<file path="src/inc/ddrim_pkg.sv">
// Constants, register map and types of the DDR init-mode and ECC syndrome block.
// Assumes an APB slave with 32-bit data, one clock pclk at 25 MHz, reset presetn.
package ddrim_pkg;

	////////////////////////////////////////////////////////////////////////////
	// Register indices; byte address is four times the index.
	localparam logic [9:0] DDRIM_IDX_MODE = 10'h07C;
	localparam logic [9:0] DDRIM_IDX_SYNDROME = 10'h086;
	localparam logic [9:0] DDRIM_IDX_ERR_ADDR = 10'h08C;
	localparam logic [9:0] DDRIM_IDX_ERR_FLAG = 10'h024;
	localparam logic [9:0] DDRIM_IDX_IRQ_MASK = 10'h025;

	////////////////////////////////////////////////////////////////////////////
	// Field positions and values.
	localparam int DDRIM_MODE_LSB = 4;
	localparam logic [2:0] DDRIM_MODE_RESET = 3'h0;
	localparam logic [1:0] DDRIM_KIND_DDR = 2'h1;
	localparam logic [7:0] DDRIM_SYNDROME_RESET = 8'h00;
	localparam int DDRIM_FLAG_SBE = 0;
	localparam int DDRIM_FLAG_MBE = 1;
	localparam int DDRIM_FLAG_SR_ENTER = 2;
	localparam int DDRIM_FLAG_SR_EXIT = 3;
	localparam int DDRIM_FLAG_W = 4;
	localparam logic [3:0] DDRIM_FLAG_RESET = 4'h0;
	localparam logic [3:0] DDRIM_MASK_RESET = 4'h0;
	localparam int DDRIM_CKE_W = 4;
	localparam logic [12:0] DDRIM_EMRS_BANK = 13'h0000;
	localparam logic [1:0] DDRIM_BANK_MRS = 2'h0;
	localparam logic [1:0] DDRIM_BANK_EMRS = 2'h1;

	////////////////////////////////////////////////////////////////////////////
	// Initialization command modes.
	typedef enum logic [2:0] {
		DDRIM_MODE_POST_RESET = 3'b000,
		DDRIM_MODE_NOP = 3'b001,
		DDRIM_MODE_PRECHARGE = 3'b010,
		DDRIM_MODE_MRS = 3'b011,
		DDRIM_MODE_EMRS = 3'b100,
		DDRIM_MODE_RESERVED = 3'b101,
		DDRIM_MODE_REFRESH = 3'b110,
		DDRIM_MODE_NORMAL = 3'b111
	} ddrim_mode_type;

	// Commands placed on the memory interface.
	typedef enum logic [3:0] {
		DDRIM_CMD_NOP = 4'h0,
		DDRIM_CMD_PRECHARGE_ALL = 4'h1,
		DDRIM_CMD_MRS = 4'h2,
		DDRIM_CMD_EMRS = 4'h3,
		DDRIM_CMD_REFRESH = 4'h4,
		DDRIM_CMD_READ = 4'h5,
		DDRIM_CMD_WRITE = 4'h6,
		DDRIM_CMD_SR_ENTER = 4'h7,
		DDRIM_CMD_SR_EXIT = 4'h8
	} ddrim_cmd_type;

	// Power sequencing states.
	typedef enum logic [1:0] {
		DDRIM_ST_RUN = 2'b00,
		DDRIM_ST_FLUSH = 2'b01,
		DDRIM_ST_SELF_REFRESH = 2'b10,
		DDRIM_ST_EXIT = 2'b11
	} ddrim_state_type;

endpackage : ddrim_pkg

</file>
<file path="src/hdl/ddrim_ctrl.sv">
// DDR init-mode command translation, clock-enable sequencing and ECC syndrome capture.
// Assumes an APB master on pclk, a host port that holds host_req until host_ack,
// and an ECC checker that pulses ecc_err_valid once per failing 32-byte unit.
//
// The APB interface to the registers is this design's own decision.
`timescale 1ns/100ps

module ddrim_ctrl (
	input wire logic pclk,
	input wire logic presetn,
	input wire logic psel,
	input wire logic penable,
	input wire logic pwrite,
	input wire logic [11:0] paddr,
	input wire logic [31:0] pwdata,
	output logic [31:0] prdata,
	output logic pready,
	output logic pslverr,
	input wire logic host_req,
	input wire logic host_write,
	input wire logic [33:0] host_addr,
	output logic host_ack,
	output logic mem_cmd_valid,
	output ddrim_pkg::ddrim_cmd_type mem_cmd,
	output logic [12:0] memory_address_lines,
	output logic [1:0] mem_bank,
	output logic [3:0] mem_cke,
	input wire logic pending_cmds,
	input wire logic suspend_req,
	input wire logic lowpower_req,
	input wire logic ecc_err_valid,
	input wire logic ecc_err_multi,
	input wire logic [7:0] ecc_syndrome,
	input wire logic [33:5] ecc_err_addr,
	output logic irq
);

	////////////////////////////////////////////////////////////////////////////
	// Declarations.
	logic [2:0] mode_q;
	logic cke_armed_q;
	logic [3:0] cke_q;
	logic suspended_q;
	ddrim_pkg::ddrim_state_type state_q;
	logic [7:0] syndrome_q;
	logic [33:5] err_addr_q;
	logic [3:0] flag_q;
	logic [3:0] mask_q;
	logic [31:0] prdata_q;
	logic err_q;
	logic ack_q;
	logic cmd_valid_q;
	ddrim_pkg::ddrim_cmd_type cmd_q;
	logic [12:0] addr_q;
	logic [1:0] bank_q;
	logic wr_en;
	logic rd_setup;
	logic [9:0] idx;
	logic mapped;
	logic mode_wr;
	logic [3:0] flag_clr;
	logic [3:0] flag_set;
	logic issue;
	logic sr_enter;
	logic sr_exit;
	logic locked;
	logic load_err;

	function automatic logic idx_mapped(input logic [9:0] i);
		idx_mapped = (i == ddrim_pkg::DDRIM_IDX_MODE) || (i == ddrim_pkg::DDRIM_IDX_SYNDROME) ||
			(i == ddrim_pkg::DDRIM_IDX_ERR_ADDR) || (i == ddrim_pkg::DDRIM_IDX_ERR_FLAG) ||
			(i == ddrim_pkg::DDRIM_IDX_IRQ_MASK);
	endfunction : idx_mapped

	////////////////////////////////////////////////////////////////////////////
	// APB slave: zero wait states, read data captured in the setup cycle.
	assign idx = paddr[11:2];
	assign mapped = idx_mapped(idx);
	assign wr_en = psel && penable && pwrite && mapped;
	assign rd_setup = psel && !penable;
	assign mode_wr = wr_en && (idx == ddrim_pkg::DDRIM_IDX_MODE);
	assign flag_clr = (wr_en && (idx == ddrim_pkg::DDRIM_IDX_ERR_FLAG)) ? pwdata[3:0] : 4'h0;
	assign pready = psel && penable;
	assign pslverr = psel && penable && err_q;
	assign prdata = prdata_q;
	// Read data is taken in the setup cycle, so a read never mixes with a write of the same cycle.

	always_ff @(posedge pclk or negedge presetn) begin
		if (!presetn) begin
			prdata_q <= 32'h00000000;
			err_q <= 1'b0;
		end else if (rd_setup) begin
			err_q <= !mapped;
			prdata_q <= 32'h00000000;
			case (idx)
				ddrim_pkg::DDRIM_IDX_MODE: begin
					prdata_q <= {25'h0000000, mode_q, 2'h0, ddrim_pkg::DDRIM_KIND_DDR};
				end
				ddrim_pkg::DDRIM_IDX_SYNDROME: begin
					prdata_q <= {24'h000000, syndrome_q};
				end
				ddrim_pkg::DDRIM_IDX_ERR_ADDR: begin
					prdata_q <= {2'h0, err_addr_q, 1'b0};
				end
				ddrim_pkg::DDRIM_IDX_ERR_FLAG: begin
					prdata_q <= {28'h0000000, flag_q};
				end
				ddrim_pkg::DDRIM_IDX_IRQ_MASK: begin
					prdata_q <= {28'h0000000, mask_q};
				end
				default: begin
					prdata_q <= 32'h00000000;
				end
			endcase
		end
	end

	////////////////////////////////////////////////////////////////////////////
	// Mode field and clock enables.
	always_ff @(posedge pclk or negedge presetn) begin
		if (!presetn) begin
			mode_q <= ddrim_pkg::DDRIM_MODE_RESET;
		end else if (mode_wr) begin
			mode_q <= pwdata[ddrim_pkg::DDRIM_MODE_LSB +: 3];
		end
	end

	// Clock enables stand high during reset and drop at the first edge after release.
	always_ff @(posedge pclk or negedge presetn) begin
		if (!presetn) begin
			cke_armed_q <= 1'b0;
			cke_q <= '1;
		end else begin
			if (mode_wr && (pwdata[ddrim_pkg::DDRIM_MODE_LSB +: 3] != ddrim_pkg::DDRIM_MODE_RESET)) begin
				cke_armed_q <= 1'b1;
			end
			if (sr_enter) begin
				cke_q <= '0;
			end else if (sr_exit) begin
				cke_q <= '1;
			end else if (!cke_armed_q && !(mode_wr &&
				(pwdata[ddrim_pkg::DDRIM_MODE_LSB +: 3] != ddrim_pkg::DDRIM_MODE_RESET))) begin
				cke_q <= '0;
			end else if (state_q == ddrim_pkg::DDRIM_ST_RUN) begin
				cke_q <= '1;
			end
		end
	end

	////////////////////////////////////////////////////////////////////////////
	// Power sequencing: flush, self-refresh, and automatic exit from low power.
	assign sr_enter = (state_q == ddrim_pkg::DDRIM_ST_FLUSH) && !pending_cmds;
	assign sr_exit = (state_q == ddrim_pkg::DDRIM_ST_SELF_REFRESH) && !suspended_q && !lowpower_req;

	always_ff @(posedge pclk or negedge presetn) begin
		if (!presetn) begin
			state_q <= ddrim_pkg::DDRIM_ST_RUN;
			suspended_q <= 1'b0;
		end else begin
			case (state_q)
				ddrim_pkg::DDRIM_ST_RUN: begin
					if (suspend_req || lowpower_req) begin
						state_q <= ddrim_pkg::DDRIM_ST_FLUSH;
						suspended_q <= suspend_req;
					end
				end
				ddrim_pkg::DDRIM_ST_FLUSH: begin
					if (sr_enter) begin
						state_q <= ddrim_pkg::DDRIM_ST_SELF_REFRESH;
					end
				end
				ddrim_pkg::DDRIM_ST_SELF_REFRESH: begin
					// Suspend is left only through reset on resume.
					if (sr_exit) begin
						state_q <= ddrim_pkg::DDRIM_ST_EXIT;
					end
				end
				ddrim_pkg::DDRIM_ST_EXIT: begin
					state_q <= ddrim_pkg::DDRIM_ST_RUN;
				end
				default: begin
					state_q <= ddrim_pkg::DDRIM_ST_RUN;
				end
			endcase
		end
	end

	////////////////////////////////////////////////////////////////////////////
	// Host access translation; one command per accepted access, none in the post-reset and reserved modes.
	// Accesses are held off while any power request stands, so no command slips into a flush.
	assign issue = host_req && !ack_q && (state_q == ddrim_pkg::DDRIM_ST_RUN) &&
		!suspend_req && !lowpower_req;
	assign host_ack = ack_q;

	always_ff @(posedge pclk or negedge presetn) begin
		if (!presetn) begin
			ack_q <= 1'b0;
			cmd_valid_q <= 1'b0;
			cmd_q <= ddrim_pkg::DDRIM_CMD_NOP;
			addr_q <= 13'h0000;
			bank_q <= 2'h0;
		end else begin
			ack_q <= issue;
			cmd_valid_q <= 1'b0;
			if (sr_enter) begin
				cmd_valid_q <= 1'b1;
				cmd_q <= ddrim_pkg::DDRIM_CMD_SR_ENTER;
			end else if (sr_exit) begin
				cmd_valid_q <= 1'b1;
				cmd_q <= ddrim_pkg::DDRIM_CMD_SR_EXIT;
			end else if (issue) begin
				cmd_valid_q <= 1'b1;
				addr_q <= host_addr[15:3];
				bank_q <= ddrim_pkg::DDRIM_BANK_MRS;
				case (mode_q)
					ddrim_pkg::DDRIM_MODE_NOP: begin
						cmd_q <= ddrim_pkg::DDRIM_CMD_NOP;
					end
					ddrim_pkg::DDRIM_MODE_PRECHARGE: begin
						cmd_q <= ddrim_pkg::DDRIM_CMD_PRECHARGE_ALL;
					end
					ddrim_pkg::DDRIM_MODE_MRS: begin
						cmd_q <= ddrim_pkg::DDRIM_CMD_MRS;
					end
					ddrim_pkg::DDRIM_MODE_EMRS: begin
						cmd_q <= ddrim_pkg::DDRIM_CMD_EMRS;
						bank_q <= ddrim_pkg::DDRIM_BANK_EMRS;
					end
					ddrim_pkg::DDRIM_MODE_REFRESH: begin
						cmd_q <= ddrim_pkg::DDRIM_CMD_REFRESH;
					end
					ddrim_pkg::DDRIM_MODE_NORMAL: begin
						cmd_q <= host_write ? ddrim_pkg::DDRIM_CMD_WRITE : ddrim_pkg::DDRIM_CMD_READ;
					end
					default: begin
						// Post-reset and reserved codes complete the access with no command.
						cmd_valid_q <= 1'b0;
					end
				endcase
			end
		end
	end

	assign mem_cmd_valid = cmd_valid_q;
	assign mem_cmd = cmd_q;
	assign memory_address_lines = addr_q;
	assign mem_bank = bank_q;
	assign mem_cke = cke_q;

	////////////////////////////////////////////////////////////////////////////
	// ECC capture: first error locks, a multi-bit error may replace a single-bit one.
	assign locked = flag_q[ddrim_pkg::DDRIM_FLAG_SBE] || flag_q[ddrim_pkg::DDRIM_FLAG_MBE];
	assign load_err = ecc_err_valid && (!locked ||
		(ecc_err_multi && !flag_q[ddrim_pkg::DDRIM_FLAG_MBE]));

	always_ff @(posedge pclk or negedge presetn) begin
		if (!presetn) begin
			syndrome_q <= ddrim_pkg::DDRIM_SYNDROME_RESET;
			err_addr_q <= '0;
		end else if (load_err) begin
			syndrome_q <= ecc_syndrome;
			err_addr_q <= ecc_err_addr;
		end
	end

	////////////////////////////////////////////////////////////////////////////
	// Sticky event flags, write one to clear; a set in the same cycle wins.
	// Flags are set even while the capture is locked, so later errors stay visible to software.
	assign flag_set = {sr_exit, sr_enter, ecc_err_valid && ecc_err_multi, ecc_err_valid && !ecc_err_multi};

	always_ff @(posedge pclk or negedge presetn) begin
		if (!presetn) begin
			flag_q <= ddrim_pkg::DDRIM_FLAG_RESET;
		end else begin
			flag_q <= (flag_q & ~flag_clr) | flag_set;
		end
	end

	always_ff @(posedge pclk or negedge presetn) begin
		if (!presetn) begin
			mask_q <= ddrim_pkg::DDRIM_MASK_RESET;
		end else if (wr_en && (idx == ddrim_pkg::DDRIM_IDX_IRQ_MASK)) begin
			mask_q <= pwdata[3:0];
		end
	end

	assign irq = |(flag_q & mask_q);
endmodule : ddrim_ctrl

</file>
<file path="config.mk">
export PLATFORM = sky130hd
export DESIGN_NAME = ddrim_ctrl
export DESIGN_NICKNAME = d
export VERILOG_FILES = /design/src/inc/ddrim_pkg.sv /design/src/hdl/ddrim_ctrl.sv
export SDC_FILE = /design/constraint.sdc
export NUM_CORES = 1
export LEC_CHECK = 0
export ABC_AREA = 1
export BUFFER_PORTS_ARGS = -buffer_cell sky130_fd_sc_hd__buf_4
export CAP_MARGIN = 20
export CORE_ASPECT_RATIO = 0.5
export CORE_MARGIN = 8
export CORE_UTILIZATION = 52
export DETAILED_ROUTE_END_ITERATION = 8
export PLACE_DENSITY = 0.89
export SLEW_MARGIN = 20
export SYNTH_ARGS = -nofsm -noshare
export SYNTH_HDL_FRONTEND = slang
export SYNTH_SLANG_ARGS = --single-unit
</file>
<file path="constraint.sdc">
create_clock -name pclk -period 3.77 [get_ports pclk]
set_input_delay 0.1885 -clock pclk [delete_from_list [all_inputs] [get_ports pclk]]
set_output_delay 0.1885 -clock pclk [all_outputs]
set_load 0.02 [all_outputs]
</file>
==> summary.md, run 1 <==
| Metric | Value |
|---|---|
| Setup crit start | `state_q[1]$_DFFE_PN0P_` |
| Syn avg cell area | `8.96 sq um` |
| CP endpoint | `mem_bank[0]$_DFFE_PN0P_` |
| Synthesized area | `4640 sq um` |
| Leakage | `about 3.2 nW` |
| Vias in the first global route | `about 4000` |
| # H-tree levels | `3` |
| Rows | `24` |
| First-pass GRT wire length | `19200 um` |
| RD Place Congestion | `0.786` |
| Flop-to-flop setup slack | `between 1.5 and 2 ns` |
| Final wirelength | `11700 um` |
| Vias | `3955` |
| Die footprint | `12400 sq um` |
| Core area | `8680 sq um` |
| DR iter-0 viols | `211` |
| Status | `finished clean` |
| Sink Count | `104` |
| WP data required | `3.99 ns` |
| Worst setup EP type | `flip-flop` |
| R2R Path Start | `state_q[1]$_DFFE_PN0P_` |
| Root buffer cell | `clkbuf_16` |
| Tot GR Track Use | `19.0%` |
| Port-buffer cells | `135` |
| Clock latency on the worst-skew pair | `0.34 ns` |
| CTS tree | `built` |
| Initial antenna violation count | `0` |
| Fill cells | `639` |
| Maximum vdd drop | `0.380 mV` |
| Arr. time, crit path | `2.24 ns` |
| Io pins | `187` |
| Setup TNS | `0 ns` |
| Final worst path period need | `2.02 ns` |
| GRT overflow | `0` |
| Startpoint Class | `flip-flop` |
| Top cell type's share of synthesized area | `55.5%` |
| Crit-path max FO | `16` |
| Setup violators final | `0` |
| Slew HR | `51.9%` |
| Count leader, synth | `nand2_1` |
| Number of synthesized flops with an enable pin | `0` |
| Cells after Synth | `518` |
| Drt via density | `5.15` |
| Layout Nets | `776` |
| Terminus of the critical flop-to-flop path | `mem_bank[0]$_DFFE_PN0P_` |
| PwrDens | `512 nW/um^2` |
| CTS max path bufs | `2` |
| CTS buffer count | `9` |
| Layout cells sized above 1 | `28.7%` |
| Syn-to-layout area delta | `28.9%` |
| Total of max-cap violations | `0` |
| Asr flop ratio synth | `100%` |
| Synth Warn # | `0` |
| CP Class | `flip-flop to flip-flop` |
| Setup WS pre-CTS | `1.75 ns` |
| Hold crit path type | `input port to flip-flop` |
| Ys flop type | `dfrtp_1` |
| DRT antenna net count | `0` |
| Final Hold Fails | `0` |
| DR WL/cell | `15.3 um` |
| FF-to-FF path depth | `7` |
| # DRC | `0` |
| Diode count | `0` |
| Post-CTS Setup Bufs | `0` |
| Fin. max-slew vios | `0` |
| Part of the cycle the worst path needs | `53.5%` |
| Area contributors post-synth | `dfrtp_1 56%, nand2_1 11%, nand3_1 4.3%` |
| Slew at the pin with the worst max-slew slack | `0.719 ns` |
| Synth area leader | `dfrtp_1` |
| Sequential area share after synthesis | `56.1%` |
| RSZ-0062 raised after global routing | `false` |
| Flops & latches, synth | `104` |
| 1st-pass router iterations | `4` |
| Initial core utilization | `~53%` |
| Die height | `82.8 um` |
| Max Fclk | `~500 MHz` |
| DP HPWL | `a little under 9000 um` |
| Post-synth cell types | `29` |
| Setup ws final | `1.75 ns` |
| Fin Clk Skew | `about 0.0094 ns` |
| Die Span X | `~150 um` |
| Most common library cells after synthesis | `140 x nand2_1, 103 x dfrtp_1, 49 x inv_1` |
| Pwr Total | `between 3 and 4 mW` |
| CTS clk-pin slew, worst paths | `about 0.07 ns` |
| Largest net degree at the start of global routing | `62` |
flip-flops by register name, summed over array words and instances (netlist names), 2 cells and up:
| signal | flops |
|---|---|
| memory_address_lines | 13 |
| mask_q | 4 |
| err_addr_q | 29 |
| state_q | 2 |
| prdata | 30 |
| mode_q | 3 |
| syndrome_q | 8 |
| flag_q | 4 |
| mem_cmd | 4 |
worst min-delay path by stage:
| stage | start | end | slack, ns | cells after the start |
|---|---|---|---|---|
| final | ecc_err_multi | flag_q[0]$_DFF_PN0_ | 0.04 | 2 |
| after floorplan | presetn | cke_armed_q$_DFFE_PN0P_ | -0.11 | 0 |
| after detailed placement | presetn | err_addr_q[28]$_DFFE_PN0P_ | 0.25 | 1 |
| after global routing | ecc_err_multi | flag_q[0]$_DFF_PN0_ | 0.03 | 2 |
| after global placement | presetn | prdata[27]$_DFFE_PN0P_ | 0.24 | 1 |
| after CTS | ecc_err_multi | flag_q[0]$_DFF_PN0_ | 0.03 | 2 |
layout by cell type (no fill, tap or decap), drive strengths merged:
master	netlist	routed
nand2	145	145
buf	17	138
dfrtp	103	103
inv	54	57
nor2	48	48
nand3	40	40
a21oi	30	30
o31ai	22	22
mux2	13	13
nand4	12	12
o21ai	12	12
clkbuf	7	10
nor3	4	4
ha	3	3
conb	1	3
clkinvlp	0	3
clkinv	2	2
o22ai	2	2
o21bai	1	1
a31oi	1	1
dlygate4sd3	0	1
dfstp	1	1
area by class of cell:
| cell class | instances | area [sq um] | share of cell area, % |
|---|---|---|---|
| Inverter | 56 | 210 | 3.51 |
| Multi-Input combinational cell | 336 | 1700 | 28.4 |
| Sequential cell | 104 | 2600 | 43.5 |
| Clock buffer | 10 | 229 | 3.83 |
| Clock inverter | 6 | 51.3 | 0.857 |
| Timing Repair Buffer | 139 | 1050 | 17.5 |
| Tap cell | 117 | 146 | 2.45 |
power breakdown:
part / leakage (nW) / switching (mW) / internal [mW]
registers: 1.28 / 0.103 / 1.32
logic: 1.80 / 0.451 / 0.312
clock network: 0.128 / 0.421 / 0.458
cells by family after synthesis:
group / count (synthesis) / share of synthesized area [%]
compound gates: 68 / 8.92
simple gates: 249 / 23.3
other cells: 1 / 0.0808
mux: 13 / 3.15
flops: 104 / 56.1
fa+ha+maj: 3 / 0.809
buf+inv: 80 / 7.66
through the flow:
stage	utilization, %	hold WS [ns]	std cells	cell area, sq um
6_report	68.9	0.0444	768	5980
5_1_grt	68.9	0.0262	768	5980
4_1_cts	68.9	0.0326	768	5980
3_5_place_dp	65.5	0.245	751	5690
3_3_place_gp	65.5	0.241	751	5690
2_1_floorplan	-	-0.107	520	4650
repair_timing:
item | in CTS | in global routing
endpoints found under the hold margin | 48 | 0
hold buffers | 1 | 0
resized for setup | 0 | 0
critical path: stages (launching register included):
cell     delay, ns
dfrtp_1       0.40
inv_1         0.11
ha_1          0.19
nand3_1       0.15
nor3_4        0.52
nand2_2       0.33
nand2_1       0.12
o21ai_0       0.08
per-layer routing:
| metal | part of all wire, % | vias up | global-route usage [%] |
|---|---|---|---|
| met1 | 38 | 1874 | 20.8 |
| met5 | 0 | - | 0 |
| li1 | - | 1927 | - |
| met2 | 52 | 133 | 34.0 |
| met4 | 2.0 | 0 | 6.37 |
| met3 | 7.6 | 21 | 6.11 |
Power figures use the tool's default switching activity.
==> run 2: changes to the inputs <==
Settings changed: ABC_AREA 1 to 0, CORE_UTILIZATION 52 to 43, PLACE_DENSITY 0.89 to 0.8.
Clock period 3.77 ns to 1.76 ns, I/O delays scaled along.
==> run 2 against run 1 <==
  * Largest power group unchanged
  * Die area up 13%
  * The run now ends with setup timing left
  * Clock power up 120%
  * Clock skew down 0.0022 ns
==> summary.md, run 2 <==
| Metric | Value |
|---|---|
| Cells after Synth | `326 (was 518)` |
| Final instance count without filler cells | `685 (was 768)` |
| Commonest non-fill, non-tap cells in the layout | `154 x buf_4, 103 x dfrtp_1, 63 x mux2_2 (was 139 x nand2_1, 138 x buf_4, 103 x dfrtp_1)` |
| Worst path slowest cell | `dfrtp_1 (was nor3_4)` |
| Flop-to-flop setup slack | `-0.002 ns (was 1.75 ns)` |
| Delay-heaviest family, CP | `simple AND/OR/NAND/NOR gates (unchanged)` |
| Max Fclk | `568 MHz (was 496 MHz)` |
| Startpoint Class | `flip-flop (unchanged)` |
| Violated checks | `setup timing` |
| CTS tree | `built (unchanged)` |
| Drt via density | `5.08 (was 5.15)` |
| Final instance area | `6730 sq um (was 5980 sq um)` |
| Maximum vdd drop | `0.551 mV (was 0.380 mV)` |
| WP data required | `1.98 ns (was 3.99 ns)` |
| Pwr Total | `6.98 mW (was 3.06 mW)` |
| Sink Count | `104 (unchanged)` |
| Final wirelength | `12200 um (was 11700 um)` |
| Max FFs per register | `30 (unchanged)` |
| Met3 usage | `4.41% (was 6.11%)` |
| Vias in the first global route | `3816 (was 4039)` |
| GRT overflow | `0 (unchanged)` |
| Fin. max-slew vios | `0 (unchanged)` |
| CP Class | `flip-flop to flip-flop (unchanged)` |
| CTS max path bufs | `2 (unchanged)` |
| Io pins | `187 (unchanged)` |
| DR iter-0 viols | `209 (was 211)` |
| Status | `finished, violations left (was finished clean)` |
| Clock latency on the worst-skew pair | `0.34 ns (about the same)` |
| DRT antenna net count | `0 (unchanged)` |
| CTS clk-pin slew, worst paths | `0.07 ns (about the same)` |
| Commonest non-fill, non-tap cell in the layout | `buf_4 (was nand2_1)` |
| Top cell type's share of synthesized area | `58.1% (was 55.5%)` |
| Setup TNS | `-0.00164 ns (was 0 ns)` |
| DP Area | `5740 sq um (was 5690 sq um)` |
| Crit-path max FO | `7 (was 16)` |
| Worst setup EP type | `flip-flop (unchanged)` |
| Arr. time, crit path | `1.98 ns (was 2.24 ns)` |
| Syn-to-layout area delta | `51.6% (was 28.9%)` |
| Die height | `87.8 um (was 82.8 um)` |
| Core area | `10100 sq um (was 8680 sq um)` |
| Total of max-cap violations | `0 (unchanged)` |
| FF-to-FF path depth | `7 (unchanged)` |
| Synth area leader | `dfrtp_1 (unchanged)` |
| DP HPWL | `8140 um (was 8680 um)` |
| Largest net degree at the start of global routing | `49 (was 62)` |
| Port-buffer cells | `135 (unchanged)` |
| Initial antenna violation count | `0 (unchanged)` |
| Asr flop ratio synth | `100% (unchanged)` |
| R2R Path Start | `state_q[0]$_DFFE_PN0P_ (was state_q[1]$_DFFE_PN0P_)` |
| Max incr delay on CP | `0.39 ns (was 0.52 ns)` |
| Setup violators final | `1 (was 0)` |
| Initial core utilization | `43.9% (was 53.5%)` |
| Syn avg cell area | `13.6 sq um (was 8.96 sq um)` |
| Count leader, synth | `dfrtp_1 (was nand2_1)` |
| Setup ws final | `-0.00164 ns (was 1.75 ns)` |
| Part of the cycle the worst path needs | `100% (was 53.5%)` |
| DR WL/cell | `17.8 um (was 15.3 um)` |
| Fill cells | `704 (was 639)` |
| Final core occ | `66.5% (was 68.9%)` |
| Final Hold Fails | `0 (unchanged)` |
| Crit path buf inv count | `2 (was 1)` |
| Terminus of the critical flop-to-flop path | `memory_address_lines[7]$_DFFE_PN0P_ (was mem_bank[0]$_DFFE_PN0P_)` |
| Met2 GRT Util | `31.3% (was 34.0%)` |
| CTS buffer count | `9 (unchanged)` |
| Met1 Usage GRT | `18.8% (was 20.8%)` |
| Number of synthesized flops with an enable pin | `0 (unchanged)` |
| Root buffer cell | `clkbuf_16 (unchanged)` |
| Final worst path period need | `1.76 ns (was 2.02 ns)` |
| Layout cells sized above 1 | `47.4% (was 28.7%)` |
| Most common library cells after synthesis | `103 x dfrtp_1, 63 x mux2_2, 28 x a22o_1 (was 140 x nand2_1, 103 x dfrtp_1, 49 x inv_1)` |
| Die Span X | `160 um (was 150 um)` |
| # DRC | `0 (unchanged)` |
| Synthesized area | `4440 sq um (was 4640 sq um)` |
| Post-synth cell types | `46 (was 29)` |
| Min-Delay Endpoint | `suspended_q$_DFFE_PN0P_ (was flag_q[0]$_DFF_PN0_)` |
| Hold path depth | `2 (unchanged)` |
| Vias | `3480 (was 3955)` |
| Area contributors post-synth | `dfrtp_1 58%, mux2_2 16%, a22o_1 5.5% (was dfrtp_1 56%, nand2_1 11%, nand3_1 4.3%)` |
| 1st-pass router iterations | `4 (unchanged)` |
| Rows | `26 (was 24)` |
| Die footprint | `14000 sq um (was 12400 sq um)` |
| RD Place Congestion | `0.823 (was 0.786)` |
| # H-tree levels | `3 (unchanged)` |
| Tot GR Track Use | `17.0% (was 19.0%)` |
| Crit path cell chain | `inv_2, ha_4, nor3b_4, and3_4, nand2_4, buf_12, mux2_2 (was inv_1, ha_1, nand3_1, nor3_4, nand2_2, nand2_1, o21ai_0)` |
| Hold crit path type | `input port to flip-flop (unchanged)` |
| Ys flop type | `dfrtp_1 (unchanged)` |
| Hold path start | `suspend_req (was ecc_err_multi)` |
| Placed cells | `606 (was 751)` |
| First-pass GRT wire length | `19100 um (was 19200 um)` |
| PwrDens | `1040 nW/um^2 (was 512 nW/um^2)` |
| Fin Clk Skew | `0.00725 ns (was 0.00940 ns)` |
| Synth Warn # | `0 (unchanged)` |
| Sequential area share after synthesis | `58.7% (was 56.1%)` |
| Layout Nets | `670 (was 776)` |
| Flops & latches, synth | `104 (unchanged)` |
| Most Crowded Layer GR | `met2 (unchanged)` |
| Leakage | `3.19 nW (was 3.21 nW)` |
[run 2: changes by cell type in the layout (fill, tap and decap cells not counted), sizes merged, moves of 36 or more]
cell	change
mux2	+50
dlygate4sd3	+59
nor2	-36
nand3	-38
inv	-51
nand2	-128
[run 2: cell type report]
cell class / instances / area (sq um) / share of cell area (%)
Sequential cell: 104 / 2600 / 38.7
Clock inverter: 2 / 13.8 / 0.205
Inverter: 6 / 22.5 / 0.335
Multi-Input combinational cell: 200 / 1780 / 26.4
Timing Repair Buffer: 219 / 1860 / 27.7
Clock buffer: 13 / 270 / 4.02
Tap cell: 140 / 175 / 2.60
Antenna cell: 1 / 2.50 / 0.0372
[run 2: cells by family after synthesis]
family,Yosys count,synth area share [%]
DFF,104,58.7
and+or+nand+nor,66,9.50
muxes,64,16.2
AOI/OAI and AO/OA,63,11.2
buffers and inverters,24,3.33
adders and majority gates,3,0.846
other,1,0.0845
xor gates and xnor gates,1,0.197
[run 2: where the power goes]
part	internal, mW	total [mW]	switching (mW)	leakage, nW
Sequential	2.83	3.10	0.269	1.31
Combinational	1.07	1.98	0.912	1.74
Clock	1.07	1.89	0.826	0.142
Total	4.97	6.98	2.01	3.19
[run 2: metal layers]
metal | wire length [um] | share of wire (%)
met4 | 301 | 2.5
met1 | 4850 | 40
met2 | 6510 | 53
met3 | 513 | 4.2
met5 | 0 | 0
[run 2: worst max-delay path by stage]
stage | startpoint | to | slack [ns] | depth (start not counted)
2_1_floorplan | state_q[0]$_DFFE_PN0P_ | memory_address_lines[10]$_DFFE_PN0P_ | 0.004 | 7
3_3_place_gp | state_q[0]$_DFFE_PN0P_ | memory_address_lines[2]$_DFFE_PN0P_ | 0.05 | 7
3_5_place_dp | paddr[7] | prdata[13]$_DFFE_PN0P_ | 0.007 | 5
4_1_cts | state_q[0]$_DFFE_PN0P_ | memory_address_lines[4]$_DFFE_PN0P_ | 0.002 | 7
5_1_grt | state_q[0]$_DFFE_PN0P_ | mem_cmd[2]$_DFFE_PN0P_ | -0.09 | 6
6_report | state_q[0]$_DFFE_PN0P_ | memory_address_lines[7]$_DFFE_PN0P_ | -0.002 | 7
[run 2: worst reg2reg max path: stages (launching register included)]
cell and delay, ns:
dfrtp_1 0.39, inv_2 0.12, ha_4 0.15, nor3b_4 0.24
and3_4 0.24, nand2_4 0.07, buf_12 0.14, mux2_2 0.29
[run 2: what timing repair did]
item                       CTS  global route
resized for setup            0            14
setup endpoints to repair    0            15
hold buffers                58             2
hold endpoints to repair    84             2
setup buffers                0             2
[run 2: per-stage QoR]
| step | worst slack [ns] | hold WS (ns) |
|---|---|---|
| after floorplan | 0.00417 | -0.208 |
| after CTS | 0.00240 | 0.00353 |
| after global placement | 0.0451 | 0.0419 |
| after detailed placement | 0.00663 | 0.0490 |
| final | -0.00164 | 0.0327 |
| after global routing | -0.0907 | 0.0381 |
==> run 3: changes to the inputs <==
Settings changed: BUFFER_PORTS_ARGS -buffer_cell sky130_fd_sc_hd__buf_4 to default, CORE_UTILIZATION 43 to 57, DONT_BUFFER_PORTS from default to 1, PLACE_DENSITY 0.8 to 0.79.
==> run 3 against run 2 <==
  * The run ends with hold timing, setup timing left
  * Via count is 15% lower
  * Die area shrank 21%
  * First-iteration DRC count down 36%
  * Clock power grew 6%
  * Combinational power fell by 40%
  * Total power down 6.0%
  * Worst setup slack lost 0.047 ns
  * Sequential cell count unchanged
  * Critical path depth did not move
==> summary.md, run 3 (synthesized netlist as in run 2, its figures left out) <==
| Metric | Value |
|---|---|
| DR iter-0 viols | `134 (was 209)` |
| Register share of total power | `51.4% (was 44.4%)` |
| Tot GR Track Use | `19.8% (was 17.0%)` |
| Layout cells sized above 1 | `28.8% (was 47.4%)` |
| Final wirelength | `11000 um (was 12200 um)` |
| Io pins | `187 (unchanged)` |
| Crit-path max FO | `4 (was 7)` |
| Worst setup EP type | `flip-flop (unchanged)` |
| Fill cells | `435 (was 704)` |
| Switching fraction of total power | `28.9% (was 28.8%)` |
| WP data required | `1.98 ns (about the same)` |
| PwrDens | `1160 nW/um^2 (was 1040 nW/um^2)` |
| Largest net degree at the start of global routing | `105 (was 49)` |
| Vias | `2973 (was 3480)` |
| DP HPWL | `7160 um (was 8140 um)` |
| Flop-to-flop setup slack | `-0.05 ns (was -0.002 ns)` |
| Drt via density | `5.88 (was 5.08)` |
| Final worst path period need | `1.81 ns (was 1.76 ns)` |
| Violated checks | `hold timing, setup timing (was setup timing)` |
| Final Hold Fails | `104 (was 0)` |
| Setup WS pre-CTS | `-0.0365 ns (was 0.00663 ns)` |
| Layout Nets | `535 (was 670)` |
| Total of max-cap violations | `0 (unchanged)` |
| Fin Clk Skew | `0.00737 ns (was 0.00725 ns)` |
| Die Span X | `141 um (was 160 um)` |
| Vias in the first global route | `3245 (was 3816)` |
| Initial core utilization | `59.7% (was 43.9%)` |
| Clock share of power | `30.6% (was 27.2%)` |
| Psw | `1.89 mW (was 2.01 mW)` |
| Arr. time, crit path | `2.03 ns (was 1.98 ns)` |
| Hold_buf cts | `67 (was 58)` |
| Part of the cycle the worst path needs | `103% (was 100%)` |
| RSZ-0062 raised after global routing | `true` |
| Setup ws final | `-0.0489 ns (was -0.00164 ns)` |
| Status | `finished, violations left (unchanged)` |
| Terminus of the critical flop-to-flop path | `mem_cmd[1]$_DFFE_PN0P_ (was memory_address_lines[7]$_DFFE_PN0P_)` |
| Port-buffer cells | `0 (was 135)` |
| Setup violators final | `10 (was 1)` |
| Cell Int Power | `4.67 mW (was 4.97 mW)` |
| CP Class | `flip-flop to flip-flop (unchanged)` |
| FF-to-FF path depth | `7 (unchanged)` |
| CTS tree | `built (unchanged)` |
| Die height | `78.4 um (was 87.8 um)` |
| First-pass GRT wire length | `17300 um (was 19100 um)` |
| Fin. max-slew vios | `0 (unchanged)` |
| Combinational Power Share | `18.0% (was 28.4%)` |
| Initial antenna violation count | `0 (unchanged)` |
| Hold crit path type | `input port to asynchronous set/reset pin (was input port to flip-flop)` |
| Maximum vdd drop | `0.743 mV (was 0.551 mV)` |
| Setup crit start | `state_q[0]$_DFFE_PN0P_ (unchanged)` |
| Max FFs per register | `30 (unchanged)` |
| 1st-pass router iterations | `4 (unchanged)` |
| Clock latency on the worst-skew pair | `0.34 ns (about the same)` |
| # H-tree levels | `3 (unchanged)` |
| Core area | `7430 sq um (was 10100 sq um)` |
| Startpoint Class | `flip-flop (unchanged)` |
| Max Fclk | `553 MHz (was 568 MHz)` |
| DR WL/cell | `21.8 um (was 17.8 um)` |
| Sink Count | `104 (unchanged)` |
| CTS buffer count | `9 (unchanged)` |
| Root buffer cell | `clkbuf_16 (unchanged)` |
| Final core occ | `76.2% (was 66.5%)` |
| Die footprint | `11000 sq um (was 14000 sq um)` |
| Commonest non-fill, non-tap cell in the layout | `dfrtp_1 (was buf_4)` |
| CTS max path bufs | `2 (unchanged)` |
| R2R Path Start | `state_q[0]$_DFFE_PN0P_ (unchanged)` |
| Leakage | `2.52 nW (was 3.19 nW)` |
| # DRC | `0 (unchanged)` |
| RD Place Congestion | `0.832 (was 0.823)` |
| Syn-to-layout area delta | `27.6% (was 51.6%)` |
| Worst hold margin | `-0.562 ns (was 0.0327 ns)` |
| Pwr Total | `6.56 mW (was 6.98 mW)` |
| DRT antenna net count | `0 (unchanged)` |
| Rows | `22 (was 26)` |
| Commonest non-fill, non-tap cells in the layout | `103 x dfrtp_1, 66 x dlygate4sd3_1, 63 x mux2_2 (was 154 x buf_4, 103 x dfrtp_1, 63 x mux2_2)` |
| CTS clk-pin slew, worst paths | `0.07 ns (about the same)` |
| GRT overflow | `0 (unchanged)` |
| Diode count | `0 (was 1)` |
-- run 3: changes by cell type in the layout (fill, tap and decap cells not counted), moves of 2 or more --
| cell | delta |
|---|---|
| buf_4 | -141 |
| dlygate4sd3_1 | +6 |
| clkbuf_8 | -2 |
| clkinvlp_4 | +2 |
-- run 3: layout make-up --
type	instances	area (sq um)	area share [%]
sequential	104	2600	45.9
multi-input combinational	200	1760	31.0
timing repair buffer	84	856	15.1
clock buffer	10	239	4.22
tap	96	120	2.12
clock inverter	6	67.6	1.19
inverter	6	22.5	0.397
-- run 3: stage by stage --
| stage | std cells | setup TNS, ns | area, sq um |
|---|---|---|---|
| after floorplan | 328 | 0 | 4460 |
| after global placement | 421 | 0 | 4610 |
| after detailed placement | 421 | -0.364 | 4610 |
| after CTS | 505 | 0 | 5610 |
| after global routing | 506 | -0.682 | 5670 |
| final | 506 | -0.193 | 5670 |
-- run 3: worst max path at each step --
stage	end	cells after the start	slack (ns)
floorplan	memory_address_lines[10]$_DFFE_PN0P_	7	0.004
global placement	memory_address_lines[6]$_DFFE_PN0P_	7	0.07
detailed placement	memory_address_lines[8]$_DFFE_PN0P_	7	-0.04
CTS	memory_address_lines[8]$_DFFE_PN0P_	7	0.01
global route	mem_cmd[1]$_DFFE_PN0P_	7	-0.10
finish	mem_cmd[1]$_DFFE_PN0P_	7	-0.05
-- run 3: timing repair --
item	4_1_cts	5_1_grt
pin swaps	1	2
cloned	0	1
resized for setup	3	9
endpoints found under the hold margin	171	104
setup endpoints to repair	15	18
setup buffers	1	0
-- run 3: worst max-delay path, stage by stage (launching register included) --
cell and delay [ns]:
dfrtp_1 0.41, inv_2 0.11, ha_2 0.22, nor3b_4 0.22, nor2_2 0.08, buf_4 0.14
nand2_1 0.12, mux2_2 0.37
-- run 3: routing by layer --
layer  routed length [um]  track usage [%]  part of all wire (%)  vias to the layer above
met3                  779             6.64                   7.1                       17
met1                 4270             21.4                    39                     1503
met5                    0                0                     0                        -
met4                  218             7.02                   2.0                        0
met2                 5780             36.0                    52                      106
li1                     -                -                     -                     1347
-- run 3: power groups by stage --
| stage | combinational [mW] | sequential [mW] | clock (mW) |
|---|---|---|---|
| CTS | 1.08 | 3.35 | 2.05 |
| detailed placement | 0.901 | 3.40 | 0 |
| global placement | 0.838 | 3.37 | 0 |
| finish | 1.18 | 3.37 | 2.01 |
| global route | 1.27 | 3.42 | 2.15 |
| floorplan | 0.735 | 3.31 | 0 |
